### src/pkg/ddr_cfg_pkg.sv
// Register map, field layout, reset values and state codes of the channel configuration block
package ddr_cfg_pkg;

   // Bus geometry
   localparam int ADDR_W = 12;
   localparam int DATA_W = 32;

   // Register indices; the byte address is four times the index
   localparam logic [7:0] CLK_PAIR_DIS_IDX  = 8'h8c;
   localparam logic [7:0] CKE_DIS_IDX       = 8'h8d;
   localparam logic [7:0] CHAN_CFG_IDX      = 8'h9a;
   localparam logic [ADDR_W-1:0] CLK_PAIR_DIS_ADDR = {2'h0, CLK_PAIR_DIS_IDX, 2'h0};
   localparam logic [ADDR_W-1:0] CKE_DIS_ADDR      = {2'h0, CKE_DIS_IDX, 2'h0};
   localparam logic [ADDR_W-1:0] CHAN_CFG_ADDR     = {2'h0, CHAN_CFG_IDX, 2'h0};

   // Reset values
   localparam logic [7:0]  CLK_PAIR_DIS_RST = 8'hff;
   localparam logic [7:0]  CKE_DIS_RST      = 8'h00;
   localparam logic [15:0] CHAN_CFG_RST     = 16'h0000;

   // Channel configuration field positions
   localparam int TE_BIT    = 15;
   localparam int IDLEQ_LSB = 12;
   localparam int MIRQ_LSB  = 10;
   localparam int SPARE_BIT = 9;
   localparam int FAIL_LSB  = 7;
   localparam int SYM_BIT   = 4;

   // Calibration clock pairs as bit positions of the clock pair disable field
   localparam int CAL_BIT_A = 1;
   localparam int CAL_BIT_B = 4;
   localparam int PAIRS_PER_CHAN = 4;

   // Idle qualifier codes
   localparam logic [2:0] IQ_STAY   = 3'h0;
   localparam logic [2:0] IQ_A      = 3'h1;
   localparam logic [2:0] IQ_B      = 3'h2;
   localparam logic [2:0] IQ_DUAL   = 3'h3;
   localparam logic [2:0] IQ_SP_D   = 3'h4;
   localparam logic [2:0] IQ_SP_A   = 3'h5;
   localparam logic [2:0] IQ_SP_B   = 3'h6;
   localparam logic [2:0] IQ_MIRROR = 3'h7;

   // Mirroring qualifier codes
   localparam logic [1:0] MQ_READ01 = 2'h2;
   localparam logic [1:0] MQ_READ10 = 2'h3;

   // Configuration states; the encoding is the reported state code
   typedef enum logic [3:0] {
      ST_IDLE   = 4'h0,
      ST_A_NORM = 4'h4,
      ST_A_COPY = 4'h5,
      ST_A_DONE = 4'h7,
      ST_B_NORM = 4'h8,
      ST_B_COPY = 4'h9,
      ST_B_DONE = 4'hb,
      ST_D_NORM = 4'hc,
      ST_D_COPY = 4'hd,
      ST_D_DONE = 4'hf,
      ST_MIR01  = 4'ha,
      ST_MIR10  = 4'he
   } chan_state_t;

endpackage : ddr_cfg_pkg

### src/verilog/dimm_pin_gate.sv
// Registered gating of DIMM clock pairs and clock enable pins
`timescale 1ns/100ps
`default_nettype none
module dimm_pin_gate #(
   parameter int PAIRS = 8,
   parameter int CKES  = 8
) (
   // Clock and reset
   input  wire logic             pclk,
   input  wire logic             presetn,
   // Disable fields from software
   input  wire logic [PAIRS-1:0] clk_dis,
   input  wire logic [CKES-1:0]  cke_dis,
   // Pin drive controls
   output logic      [PAIRS-1:0] clk_pair_oe,
   output logic      [CKES-1:0]  cke_en
);
   import ddr_cfg_pkg::*;

   // One flop per pin; a disabled pair is tri-stated by dropping its enable
   genvar g;
   generate
      for (g = 0; g < PAIRS; g++) begin : g_pair
         always_ff @(posedge pclk or negedge presetn) begin
            if (!presetn) clk_pair_oe[g] <= 1'b0;
            else          clk_pair_oe[g] <= ~clk_dis[g];
         end
      end
      for (g = 0; g < CKES; g++) begin : g_cke
         always_ff @(posedge pclk or negedge presetn) begin
            if (!presetn) cke_en[g] <= 1'b1;
            else          cke_en[g] <= ~cke_dis[g];
         end
      end
   endgenerate

endmodule : dimm_pin_gate
`default_nettype wire

### src/verilog/symmetric_detect.sv
// Decision on symmetric rank interleaving
`timescale 1ns/100ps
`default_nettype none
module symmetric_detect (
   // Clock and reset
   input  wire logic pclk,
   input  wire logic presetn,
   // Conditions
   input  wire logic mirror_active,
   input  wire logic sparing_active,
   input  wire logic four_equal_ranks,
   // Decision
   output logic      symmetric_reg
);
   import ddr_cfg_pkg::*;

   // Registered so the flag never glitches while the state machine moves
   always_ff @(posedge pclk or negedge presetn) begin
      if (!presetn) symmetric_reg <= 1'b0;
      else          symmetric_reg <= !mirror_active && !sparing_active && four_equal_ranks;
   end

endmodule : symmetric_detect
`default_nettype wire

### src/verilog/ddr_chan_cfg.sv
// Channel configuration state machine, pin gating and APB registers of the dual channel DDR controller
`timescale 1ns/100ps
`default_nettype none
module ddr_chan_cfg (
   // Clock and reset
   input  wire logic                           pclk,
   input  wire logic                           presetn,
   // APB slave
   input  wire logic                           psel,
   input  wire logic                           penable,
   input  wire logic                           pwrite,
   input  wire logic [ddr_cfg_pkg::ADDR_W-1:0] paddr,
   input  wire logic [ddr_cfg_pkg::DATA_W-1:0] pwdata,
   output logic                                pready,
   output logic      [ddr_cfg_pkg::DATA_W-1:0] prdata,
   output logic                                pslverr,
   // DIMM clock pairs and clock enables
   output logic      [3:0]                     chan_a_clk_oe,
   output logic      [3:0]                     chan_b_clk_oe,
   output logic      [7:0]                     cke_en,
   output logic                                calib_clocks_ok,
   // Sparing migration engine
   output logic                                copy_start,
   output logic      [1:0]                     copy_source,
   input  wire logic                           copy_done,
   // Decode configuration
   input  wire logic                           four_equal_ranks,
   output logic                                sparing_enable,
   output logic                                symmetric_decode_en,
   output logic                                mirror_read10,
   output logic      [3:0]                     chan_state
);
   import ddr_cfg_pkg::*;

   // Software registers
   logic [7:0]  clk_dis_reg;
   logic [7:0]  cke_dis_reg;
   logic        te_reg;
   logic [2:0]  idleq_reg;
   logic [1:0]  mirq_reg;
   logic        spare_reg;
   logic [1:0]  fail_reg;
   logic        symmetric_reg;
   chan_state_t state_reg;
   chan_state_t state_next;
   logic        consume;
   logic        start_next;
   logic        pready_reg;

   // Bus decode
   logic access;
   logic xfer;
   logic wr_cfg;
   logic wr_te;
   logic mapped;
   logic [DATA_W-1:0] rd_mux;

   assign access = psel && penable;
   assign xfer   = access && pready_reg;
   assign mapped = (paddr == CLK_PAIR_DIS_ADDR) || (paddr == CKE_DIS_ADDR) || (paddr == CHAN_CFG_ADDR);
   assign wr_cfg = xfer && pwrite && (paddr == CHAN_CFG_ADDR);
   assign wr_te  = wr_cfg && pwdata[TE_BIT];

   // Read view; reserved bits read as zero
   always_comb begin
      rd_mux = '0;
      if (paddr == CLK_PAIR_DIS_ADDR) rd_mux[7:0] = clk_dis_reg;
      if (paddr == CKE_DIS_ADDR) rd_mux[7:0] = cke_dis_reg;
      if (paddr == CHAN_CFG_ADDR) begin
         rd_mux[15:0] = {te_reg, idleq_reg, mirq_reg, spare_reg, fail_reg, 2'h0,
                         symmetric_reg, state_reg};
      end
   end

   // One wait state: pready rises one cycle into the access phase
   always_ff @(posedge pclk or negedge presetn) begin
      if (!presetn) pready_reg <= 1'b0;
      else          pready_reg <= access && !pready_reg;
   end
   assign pready = pready_reg;

   // Read data and error are captured together with pready
   always_ff @(posedge pclk or negedge presetn) begin
      if (!presetn) begin
         prdata  <= '0;
         pslverr <= 1'b0;
      end else if (access && !pready_reg) begin
         prdata  <= pwrite ? '0 : rd_mux;
         pslverr <= !mapped;
      end else begin
         prdata  <= '0;
         pslverr <= 1'b0;
      end
   end

   // Pin disable registers
   always_ff @(posedge pclk or negedge presetn) begin
      if (!presetn) begin
         clk_dis_reg <= CLK_PAIR_DIS_RST;
         cke_dis_reg <= CKE_DIS_RST;
      end else if (xfer && pwrite) begin
         if (paddr == CLK_PAIR_DIS_ADDR) clk_dis_reg <= pwdata[7:0];
         if (paddr == CKE_DIS_ADDR) cke_dis_reg <= pwdata[7:0];
      end
   end

   // Qualifier, sparing and failing rank fields
   always_ff @(posedge pclk or negedge presetn) begin
      if (!presetn) begin
         idleq_reg <= CHAN_CFG_RST[IDLEQ_LSB +: 3];
         mirq_reg  <= CHAN_CFG_RST[MIRQ_LSB +: 2];
         spare_reg <= CHAN_CFG_RST[SPARE_BIT];
         fail_reg  <= CHAN_CFG_RST[FAIL_LSB +: 2];
      end else if (wr_cfg) begin
         idleq_reg <= pwdata[IDLEQ_LSB +: 3];
         mirq_reg  <= pwdata[MIRQ_LSB +: 2];
         spare_reg <= pwdata[SPARE_BIT];
         fail_reg  <= pwdata[FAIL_LSB +: 2];
      end
   end

   // Transition enable: a new set wins over the self-clear of the same cycle
   always_ff @(posedge pclk or negedge presetn) begin
      if (!presetn)     te_reg <= CHAN_CFG_RST[TE_BIT];
      else if (wr_te)   te_reg <= 1'b1;
      else if (consume) te_reg <= 1'b0;
   end

   // Next state; every pending request is consumed in one cycle, even a refused one
   always_comb begin
      state_next = state_reg;
      consume    = te_reg;
      start_next = 1'b0;
      unique case (state_reg)
         ST_IDLE: begin
            if (te_reg) begin
               unique case (idleq_reg)
                  IQ_STAY:   state_next = ST_IDLE;
                  IQ_A:      state_next = ST_A_NORM;
                  IQ_B:      state_next = ST_B_NORM;
                  IQ_DUAL:   state_next = ST_D_NORM;
                  IQ_SP_D:   state_next = ST_D_DONE;
                  IQ_SP_A:   state_next = ST_A_DONE;
                  IQ_SP_B:   state_next = ST_B_DONE;
                  IQ_MIRROR: state_next = ST_MIR01;
               endcase
            end
         end
         ST_A_NORM, ST_B_NORM, ST_D_NORM: begin
            // Copy only on an explicit transition request with sparing on
            if (te_reg && spare_reg) begin
               start_next = 1'b1;
               state_next = chan_state_t'({state_reg[3:1], 1'b1});
            end
         end
         ST_A_COPY, ST_B_COPY, ST_D_COPY: begin
            if (copy_done) state_next = chan_state_t'({state_reg[3:2], 2'h3});
         end
         ST_MIR01, ST_MIR10: begin
            // Reserved codes leave the mirror state unchanged
            if (te_reg && mirq_reg == MQ_READ01) state_next = ST_MIR01;
            if (te_reg && mirq_reg == MQ_READ10) state_next = ST_MIR10;
         end
         ST_A_DONE, ST_B_DONE, ST_D_DONE: state_next = state_reg;
         default: state_next = ST_IDLE;
      endcase
   end

   // State register
   always_ff @(posedge pclk or negedge presetn) begin
      if (!presetn) state_reg <= ST_IDLE;
      else          state_reg <= state_next;
   end

   // Outputs toward the migration engine and decoder, all registered
   always_ff @(posedge pclk or negedge presetn) begin
      if (!presetn) begin
         copy_start          <= 1'b0;
         copy_source         <= 2'h0;
         sparing_enable      <= 1'b0;
         symmetric_decode_en <= 1'b1;
         mirror_read10       <= 1'b0;
         chan_state          <= ST_IDLE;
         calib_clocks_ok     <= 1'b0;
      end else begin
         copy_start          <= start_next;
         copy_source         <= fail_reg;
         sparing_enable      <= spare_reg;
         symmetric_decode_en <= !spare_reg;
         mirror_read10       <= (state_next == ST_MIR10);
         chan_state          <= state_next;
         calib_clocks_ok     <= !clk_dis_reg[CAL_BIT_A] && !clk_dis_reg[CAL_BIT_B];
      end
   end

   // Per-pin gating; the high nibble drives channel B
   logic [7:0] pair_oe;
   dimm_pin_gate #(
      .PAIRS (8),
      .CKES  (8)
   ) u_pin_gate (
      .pclk        (pclk),
      .presetn     (presetn),
      .clk_dis     (clk_dis_reg),
      .cke_dis     (cke_dis_reg),
      .clk_pair_oe (pair_oe),
      .cke_en      (cke_en)
   );
   assign chan_a_clk_oe = pair_oe[PAIRS_PER_CHAN-1:0];
   assign chan_b_clk_oe = pair_oe[2*PAIRS_PER_CHAN-1:PAIRS_PER_CHAN];

   // Interleave decision
   logic mirror_active;
   logic sparing_active;
   assign mirror_active  = (state_reg == ST_MIR01) || (state_reg == ST_MIR10);
   assign sparing_active = spare_reg || state_reg[0];
   symmetric_detect u_sym (
      .pclk             (pclk),
      .presetn          (presetn),
      .mirror_active    (mirror_active),
      .sparing_active   (sparing_active),
      .four_equal_ranks (four_equal_ranks),
      .symmetric_reg    (symmetric_reg)
   );

   // Checks on the state machine and pins
   a_clk_pair_gate: assert property (@(posedge pclk) disable iff (!presetn)
      chan_a_clk_oe == ~$past(clk_dis_reg[3:0]) && chan_b_clk_oe == ~$past(clk_dis_reg[7:4]))
      else $error("clock pair enable does not follow disable field");
   a_cke_gate: assert property (@(posedge pclk) disable iff (!presetn)
      cke_en == ~$past(cke_dis_reg))
      else $error("clock enable pins do not follow disable field");
   a_calib_pairs: assert property (@(posedge pclk) disable iff (!presetn)
      calib_clocks_ok == (chan_a_clk_oe[1] && chan_b_clk_oe[0]))
      else $error("calibration clock status wrong");
   a_te_self_clear: assert property (@(posedge pclk) disable iff (!presetn)
      te_reg && !wr_te |=> !te_reg)
      else $error("transition enable not cleared");
   a_te_zero_write: assert property (@(posedge pclk) disable iff (!presetn)
      !te_reg && wr_cfg && !pwdata[TE_BIT] |=> !te_reg)
      else $error("writing zero set transition enable");
   a_idle_single: assert property (@(posedge pclk) disable iff (!presetn)
      state_reg == ST_IDLE && te_reg && idleq_reg == IQ_B |=> chan_state == 4'h8 && state_reg == ST_B_NORM)
      else $error("idle did not enter single channel B");
   a_idle_stay: assert property (@(posedge pclk) disable iff (!presetn)
      state_reg == ST_IDLE && !te_reg |=> state_reg == ST_IDLE)
      else $error("idle left without transition enable");
   a_idle_spared: assert property (@(posedge pclk) disable iff (!presetn)
      state_reg == ST_IDLE && te_reg && idleq_reg == IQ_SP_D |=> state_reg == ST_D_DONE)
      else $error("direct spared entry failed");
   a_idle_mirror: assert property (@(posedge pclk) disable iff (!presetn)
      state_reg == ST_IDLE && te_reg && idleq_reg == IQ_MIRROR |=> chan_state == 4'ha && !mirror_read10)
      else $error("mirror entry failed");
   a_mirror_step: assert property (@(posedge pclk) disable iff (!presetn)
      mirror_active && te_reg && mirq_reg == MQ_READ10 |=> state_reg == ST_MIR10 && mirror_read10)
      else $error("mirror read10 step failed");
   a_no_copy_idle_te: assert property (@(posedge pclk) disable iff (!presetn)
      state_reg == ST_D_NORM && !te_reg |=> state_reg == ST_D_NORM && !copy_start)
      else $error("copy began without transition enable");
   a_copy_starts: assert property (@(posedge pclk) disable iff (!presetn)
      state_reg == ST_A_NORM && te_reg && spare_reg |=> copy_start && state_reg == ST_A_COPY)
      else $error("sparing copy did not start");
   a_copy_done: assert property (@(posedge pclk) disable iff (!presetn)
      state_reg == ST_D_COPY && copy_done |=> state_reg == ST_D_DONE && chan_state == 4'hf)
      else $error("copy completion not taken");
   a_spare_decode: assert property (@(posedge pclk) disable iff (!presetn)
      sparing_enable == $past(spare_reg) && symmetric_decode_en == !sparing_enable)
      else $error("sparing and symmetric decode disagree");
   a_sym_flag: assert property (@(posedge pclk) disable iff (!presetn)
      $past(mirror_active) || $past(spare_reg) |-> !symmetric_reg)
      else $error("symmetric flag set while mirrored or spared");
   a_apb_wait: assert property (@(posedge pclk) disable iff (!presetn)
      access && !pready_reg |=> pready_reg ##1 !pready_reg)
      else $error("bus answer not one cycle");

   c_dual_copy: cover property (@(posedge pclk) disable iff (!presetn)
      state_reg == ST_D_COPY ##[1:50] state_reg == ST_D_DONE);
   c_mirror_r10: cover property (@(posedge pclk) disable iff (!presetn)
      state_reg == ST_MIR01 ##[1:50] state_reg == ST_MIR10);
   c_te_race: cover property (@(posedge pclk) disable iff (!presetn) consume && wr_te);
   c_unmapped: cover property (@(posedge pclk) disable iff (!presetn) pslverr);

endmodule : ddr_chan_cfg
`default_nettype wire

### config.mk
export PLATFORM = sky130hd
export DESIGN_NAME = ddr_chan_cfg
export DESIGN_NICKNAME = d
export VERILOG_FILES = /design/src/pkg/ddr_cfg_pkg.sv /design/src/verilog/dimm_pin_gate.sv /design/src/verilog/symmetric_detect.sv /design/src/verilog/ddr_chan_cfg.sv
export SDC_FILE = /design/constraint.sdc
export NUM_CORES = 1
export LEC_CHECK = 0
export BUFFER_PORTS_ARGS = -buffer_cell sky130_fd_sc_hd__buf_2
export CAP_MARGIN = 10
export CORE_MARGIN = 5
export CORE_UTILIZATION = 35
export DETAILED_ROUTE_END_ITERATION = 12
export GPL_ROUTABILITY_DRIVEN = 1
export PLACE_DENSITY = 0.68
export SLEW_MARGIN = 20
export SYNTH_ARGS = -nofsm -noshare
export SYNTH_HDL_FRONTEND = slang
export SYNTH_SLANG_ARGS = --single-unit
### constraint.sdc
create_clock -name pclk -period 2.25 [get_ports pclk]
set_clock_uncertainty 0.2 [all_clocks]
set_input_delay 0.225 -clock pclk [delete_from_list [all_inputs] [get_ports pclk]]
set_output_delay 0.225 -clock pclk [all_outputs]
set_load 0.05 [all_outputs]
==> impl_metrics.json, run 1 <==
{
  "number_of_cells_traversed_by_the_worst_register_to_register_path": 3,
  "vdd_drop_max_mv": 0.333,
  "detail_route.wl_per_cell_microns": 13.8,
  "reg2reg_slack_ns": 0.25,
  "syn_area_sq_um": 2880,
  "most-common-layout-cells": "buf_2 (79), dfrtp_1 (54), inv_1 (21)",
  "worst_r2r_endpoint": "prdata[5]",
  "crit_path_cell_trace": "dlygate4sd3_1 -> buf_2 -> nand4_1 -> or4_4 -> mux2_4",
  "syn-mean-instance-area_sq_um": 13.5,
  "layout_worst_path_cycle_share_pct": 90.9,
  "synth_cells": 214,
  "wl_mm": 6.04,
  "outcome": "complete, no violations",
  "internal_power_mw": 2.00,
  "hold-worst-slack_ns": 0.108,
  "detail_route.vias_per_cell": 4.34,
  "post_placement_cell_count": 401,
  "cts_buffers": 9,
  "maximum_number_of_pins_on_one_net_before_global_route_repair": 59,
  "share_seq_of_total_power_pct": 49.3,
  "timing.final.max_slew_violations": 0,
  "grt_pass1_wl_mm": 9.77,
  "layout-area-overhead-vs-synth_pct": 32.5,
  "netSwitchingFraction_pct": 23.1,
  "layout-drive-gt1-share_pct": 46.1,
  "ys_ff_latch": 71,
  "cts_hold_repair.buffers": 20,
  "grt_use_met1_pct": 15.6,
  "largest_register_ff_count": 16,
  "worst-setup-path-type": "in -> reg",
  "num-fill-cells": 751,
  "layout_min_cycle_time_ns": 2.05,
  "worstHoldPathType": "in -> async",
  "worstPathRequired_ns": 2.28,
  "synth_top_flop_cell": "dfrtp_1",
  "clock-sinks": 71,
  "chipWidth_microns": 101,
  "n_antenna_cell": 0,
  "final_cell_count_no_fill": 437,
  "static-leakage-power_nw": 1.87,
  "num_io_pins": 112,
  "place.port_buffers": 79,
  "r2r-start": "pready",
  "groute.usage.overall_pct": 12.7,
  "drt_iter0_markers": 107,
  "antenna_found_initial": 0,
  "cts_resized": 0,
  "cp_data_arrival_time_ns": 2.08,
  "floorplan.initialDensity_pct": 35.5,
  "power.share.clock_pct": 43.5,
  "fin_tns_setup_ns": 0,
  "pwr_density_cell_nw_per_um2": 680,
  "globalRouteOverflowTotal": 0,
  "cts-htree-levels": 3,
  "grt_busiest_layer": "met2",
  "die_y_microns": 101,
  "route.vias.total": 1897,
  "cts_max_path_buffers": 2,
  "met3_resource_use_gr_pct": 3.88,
  "number_of_distinct_library_cells_after_synthesis": 40,
  "path_max_fanout": 9,
  "clk_transition_reported_paths_ns": 0.08,
  "tritoncts": "built",
  "achievable-frequency_mhz": 489,
  "fp.coreArea_sq_um": 8130,
  "row_count": 33,
  "max_stage_delay_ns": 0.62,
  "finalSetupViolCount": 0,
  "cp-start-kind": "input port",
  "power.switching_uw": 601,
  "firstDrtPassIters": 4,
  "synth.yosys.seq_area_share_pct": 62.3,
  "worstSkewPairLatency_ns": 0.35,
  "ys_async_sr_fraction_pct": 100,
  "finalPower_mw": 2.60,
  "ys.warnings.count": 0,
  "comb_power_share_pct": 7.2,
  "cts_setup_buffers": 0,
  "grt_setup_unrepaired": "no",
  "last_weighted_congestion_value_of_the_routability_driven_placer": 0.771,
  "drc_violations_left": 0,
  "cts_root_buf": "clkbuf_8",
  "final_common_cell": "buf_2",
  "route.antenna.remaining_nets": 0,
  "post-dp-hpwl_mm": 4.41,
  "finalNetCount": 378,
  "largest-register": "prdata",
  "number_of_global_route_vias_before_repair": 1990,
  "synth_edf_count": 0,
  "die-area_sq_um": 10200,
  "timing.final.hold_violations": 0,
  "maxCapViolCount": 0,
  "critPathCaptureType": "register",
  "grtUsageMet2_pct": 20.6,
  "worst_path_max_delay_cell": "or4_4"
}
-- worst max-delay path by stage --
| stage | startpoint | end | slack, ns | depth (start not counted) |
|---|---|---|---|---|
| finish | penable | idleq_reg[0] | 0.20 | 5 |
| global route | pready | prdata[6] | 0.14 | 3 |
| CTS | penable | idleq_reg[0] | 0.22 | 5 |
| detailed placement | paddr[8] | cke_dis_reg[1] | 0.03 | 6 |
| global placement | paddr[8] | cke_dis_reg[4] | 0.06 | 6 |
| floorplan | pready | fail_reg[0] | 0.05 | 4 |
-- routing by layer --
layer / share of wire, % / vias to the layer above / wire length (microns)
li1: - / 915 / -
met1: 42 / 901 / 2550
met2: 48 / 70 / 2870
met3: 8.0 / 11 / 484
met4: 2.1 / 0 / 125
met5: 0 / - / 0
-- power groups by stage --
stage | logic, mW | clock network (mW) | registers (mW)
floorplan | 0.101 | 0 | 1.31
global placement | 0.159 | 0 | 1.31
detailed placement | 0.161 | 0 | 1.31
CTS | 0.188 | 1.15 | 1.28
global route | 0.203 | 1.21 | 1.28
finish | 0.186 | 1.13 | 1.28
-- cell usage after synthesis, types with 2 or more instances --
cell,instances,area share (%)
dfrtp_1,54,47
inv_1,21,2.7
mux2_2,19,7.4
buf_4,17,4.4
dfstp_2,17,15
nor2_1,12,1.6
mux2_4,8,4.2
a22oi_1,6,1.6
and2_1,6,1.3
nand2_1,6,0.78
nor3b_1,4,1.0
clkbuf_1,3,0.39
mux2_1,3,1.2
mux2i_1,3,1.0
nor3_1,3,0.52
a21oi_1,2,0.35
and3_1,2,0.43
nand4bb_1,2,0.78
nor2b_1,2,0.43
nor4_4,2,1.5
o21ai_0,2,0.35
or4b_1,2,0.69
-- cell families after synthesis --
logic type,synth area share [%]
other,0.130
AND/OR/NAND/NOR,11.6
AO/OA/AOI/OAI,4.03
buffers and inverters,8.11
multiplexers,13.8
flip-flops,62.3
-- critical path, delay by kind of cell --
kind                   cells  cell delay [ns]
buffers and inverters      2             0.64
multiplexers               1             0.34
AND/OR/NAND/NOR            2             0.87
-- area by class of cell --
class	instances	area (sq um)	area share [%]
inverters	21	78.8	2.06
multi-input cells	115	908	23.8
clock buffers	11	141	3.70
flip-flops and latches	71	1800	47.0
well taps	105	131	3.44
clock inverters	5	81.3	2.13
repair buffers	109	683	17.9
-- stage by stage --
| step | instance area, sq um | setup slack (ns) | utilization, % |
|---|---|---|---|
| 2_1_floorplan | 2940 | 0.0454 | - |
| 3_3_place_gp | 3400 | 0.0614 | 41.8 |
| 3_5_place_dp | 3400 | 0.0296 | 41.8 |
| 4_1_cts | 3820 | 0.218 | 47.0 |
| 5_1_grt | 3820 | 0.135 | 47.0 |
| 6_report | 3820 | 0.204 | 47.0 |
(Power assumes the default switching activity.)
==> run 2: changes to the inputs <==
BUFFER_PORTS_ARGS = unset   (was -buffer_cell sky130_fd_sc_hd__buf_2)
DONT_BUFFER_PORTS = 1   (was unset)
MAX_ROUTING_LAYER = met4   (was unset)
PLACE_DENSITY = unset   (was 0.68)
==> impl_metrics.json, run 2 (same netlist as run 1, synthesis figures left out) <==
{
  "last_weighted_congestion_value_of_the_routability_driven_placer": 0.779,
  "timing.final.max_slew_violations": 0,
  "cp-start-kind": "register",
  "fin_tns_setup_ns": 0,
  "cts_resized": 0,
  "timing.final.hold_violations": 0,
  "pwr_density_cell_nw_per_um2": 736,
  "placed_cell_area_sq_um": 3040,
  "final_cell_count_no_fill": 364,
  "die-area_sq_um": 10200,
  "route.antenna.remaining_nets": 0,
  "largest_register_ff_count": 16,
  "firstDrtPassIters": 4,
  "outcome": "complete, no violations",
  "layout-area-overhead-vs-synth_pct": 21.9,
  "die_y_microns": 101,
  "cp_data_arrival_time_ns": 2.09,
  "floorplan.initialDensity_pct": 35.5,
  "critPathCaptureType": "register",
  "largest-register": "prdata",
  "maximum_number_of_pins_on_one_net_before_global_route_repair": 72,
  "static-leakage-power_nw": 1.59,
  "chipWidth_microns": 101,
  "final_common_cell": "dfrtp_1",
  "timing.hold.worst_path_depth": 3,
  "finalPower_mw": 2.59,
  "cts_buffers": 9,
  "final_area_sq_um": 3520,
  "post_placement_cell_count": 325,
  "route.vias.total": 1654,
  "layout_min_cycle_time_ns": 2.05,
  "achievable-frequency_mhz": 488,
  "timing.hold.worst.start": "paddr[2]",
  "setup_slack_ns": 0.200,
  "worstSkewPairLatency_ns": 0.34,
  "min_to": "prdata[7]",
  "wl_mm": 6.09,
  "groute.usage.overall_pct": 12.8,
  "grt_setup_unrepaired": "no",
  "layout-drive-gt1-share_pct": 30.5,
  "tritoncts": "built",
  "r2r-start": "pready",
  "vdd_drop_max_mv": 0.258,
  "number_of_cells_traversed_by_the_worst_register_to_register_path": 3,
  "detail_route.wl_per_cell_microns": 16.7,
  "clk_transition_reported_paths_ns": 0.08,
  "worst_r2r_endpoint": "prdata[6]",
  "finalNetCount": 305,
  "antenna_found_initial": 0,
  "n_antenna_cell": 0,
  "worst-setup-path-type": "reg -> reg",
  "fp.coreArea_sq_um": 8130,
  "cts-htree-levels": 3,
  "maxCapViolCount": 0,
  "reg2reg_slack_ns": 0.20,
  "worstHoldPathType": "in -> reg",
  "grt_pass1_wl_mm": 9.38,
  "post-dp-hpwl_mm": 4.25,
  "cts_root_buf": "clkbuf_8",
  "drc_violations_left": 0,
  "cts_max_path_buffers": 2,
  "place.port_buffers": 0,
  "path_max_fanout": 10,
  "worstPathRequired_ns": 2.29,
  "clock-sinks": 71,
  "finalSetupViolCount": 0,
  "drt_iter0_markers": 38,
  "num_io_pins": 112,
  "row_count": 33,
  "post_place_worst_slack_ns": 0.0945,
  "detail_route.vias_per_cell": 4.54,
  "globalRouteOverflowTotal": 0,
  "layout_worst_path_cycle_share_pct": 91.1,
  "most-common-layout-cells": "dfrtp_1 (54), dlygate4sd3_1 (22), inv_1 (21)",
  "number_of_global_route_vias_before_repair": 1763
}
## run 2: worst max-delay path by stage
| stage | from | endpoint | slack [ns] | cells after the start |
|---|---|---|---|---|
| 4_1_cts | pready | prdata[6] | 0.18 | 3 |
| 6_report | pready | prdata[6] | 0.20 | 3 |
| 5_1_grt | pready | prdata[6] | 0.12 | 3 |
| 3_5_place_dp | paddr[8] | prdata[6] | 0.09 | 4 |
| 2_1_floorplan | pready | fail_reg[0] | 0.05 | 4 |
| 3_3_place_gp | paddr[8] | prdata[5] | 0.14 | 4 |
## run 2: power by group
part / switching [mW] / internal [mW] / leakage, nW
Combinational: 0.108 / 0.0454 / 0.597
Clock: 0.509 / 0.639 / 0.112
Sequential: 0.00570 / 1.28 / 0.881
Total: 0.623 / 1.96 / 1.59
## run 2: timing repair
action                                  CTS  global route
hold buffers                             23             0
buffers inserted                          0             0
endpoints found under the setup margin    0             0
endpoints found under the hold margin   107             0
## run 2: per-layer routing
layer / track usage, % / vias up / wire length, microns / part of all wire, %
met5: - / - / 0 / 0
met4: 3.73 / 0 / 68 / 1.1
met3: 5.12 / 7 / 507 / 8.3
met2: 20.1 / 66 / 3000 / 49
met1: 15.1 / 808 / 2520 / 41
li1: - / 773 / - / -
## run 2: cell type report
class	instances	area [sq um]
flip-flops and latches	71	1800
repair buffers	36	370
multi-input cells	115	908
clock inverters	7	105
clock buffers	9	124
well taps	105	131
inverters	21	78.8
fillers	741	4620
## run 2: worst max-delay path, cell delays in order, from the launching register on
cell and delay (ns):
dfrtp_1 0.40, or4bb_1 0.52, or3_1 0.54, nor3b_1 0.29
## run 2: stage by stage
| step | hold WS (ns) | utilization, % |
|---|---|---|
| after CTS | 0.00198 | 43.2 |
| after detailed placement | -0.269 | 37.4 |
| final | 0.0207 | 43.2 |
| after global routing | 0.00938 | 43.2 |
| after global placement | -0.269 | 37.4 |
| after floorplan | -0.271 | - |
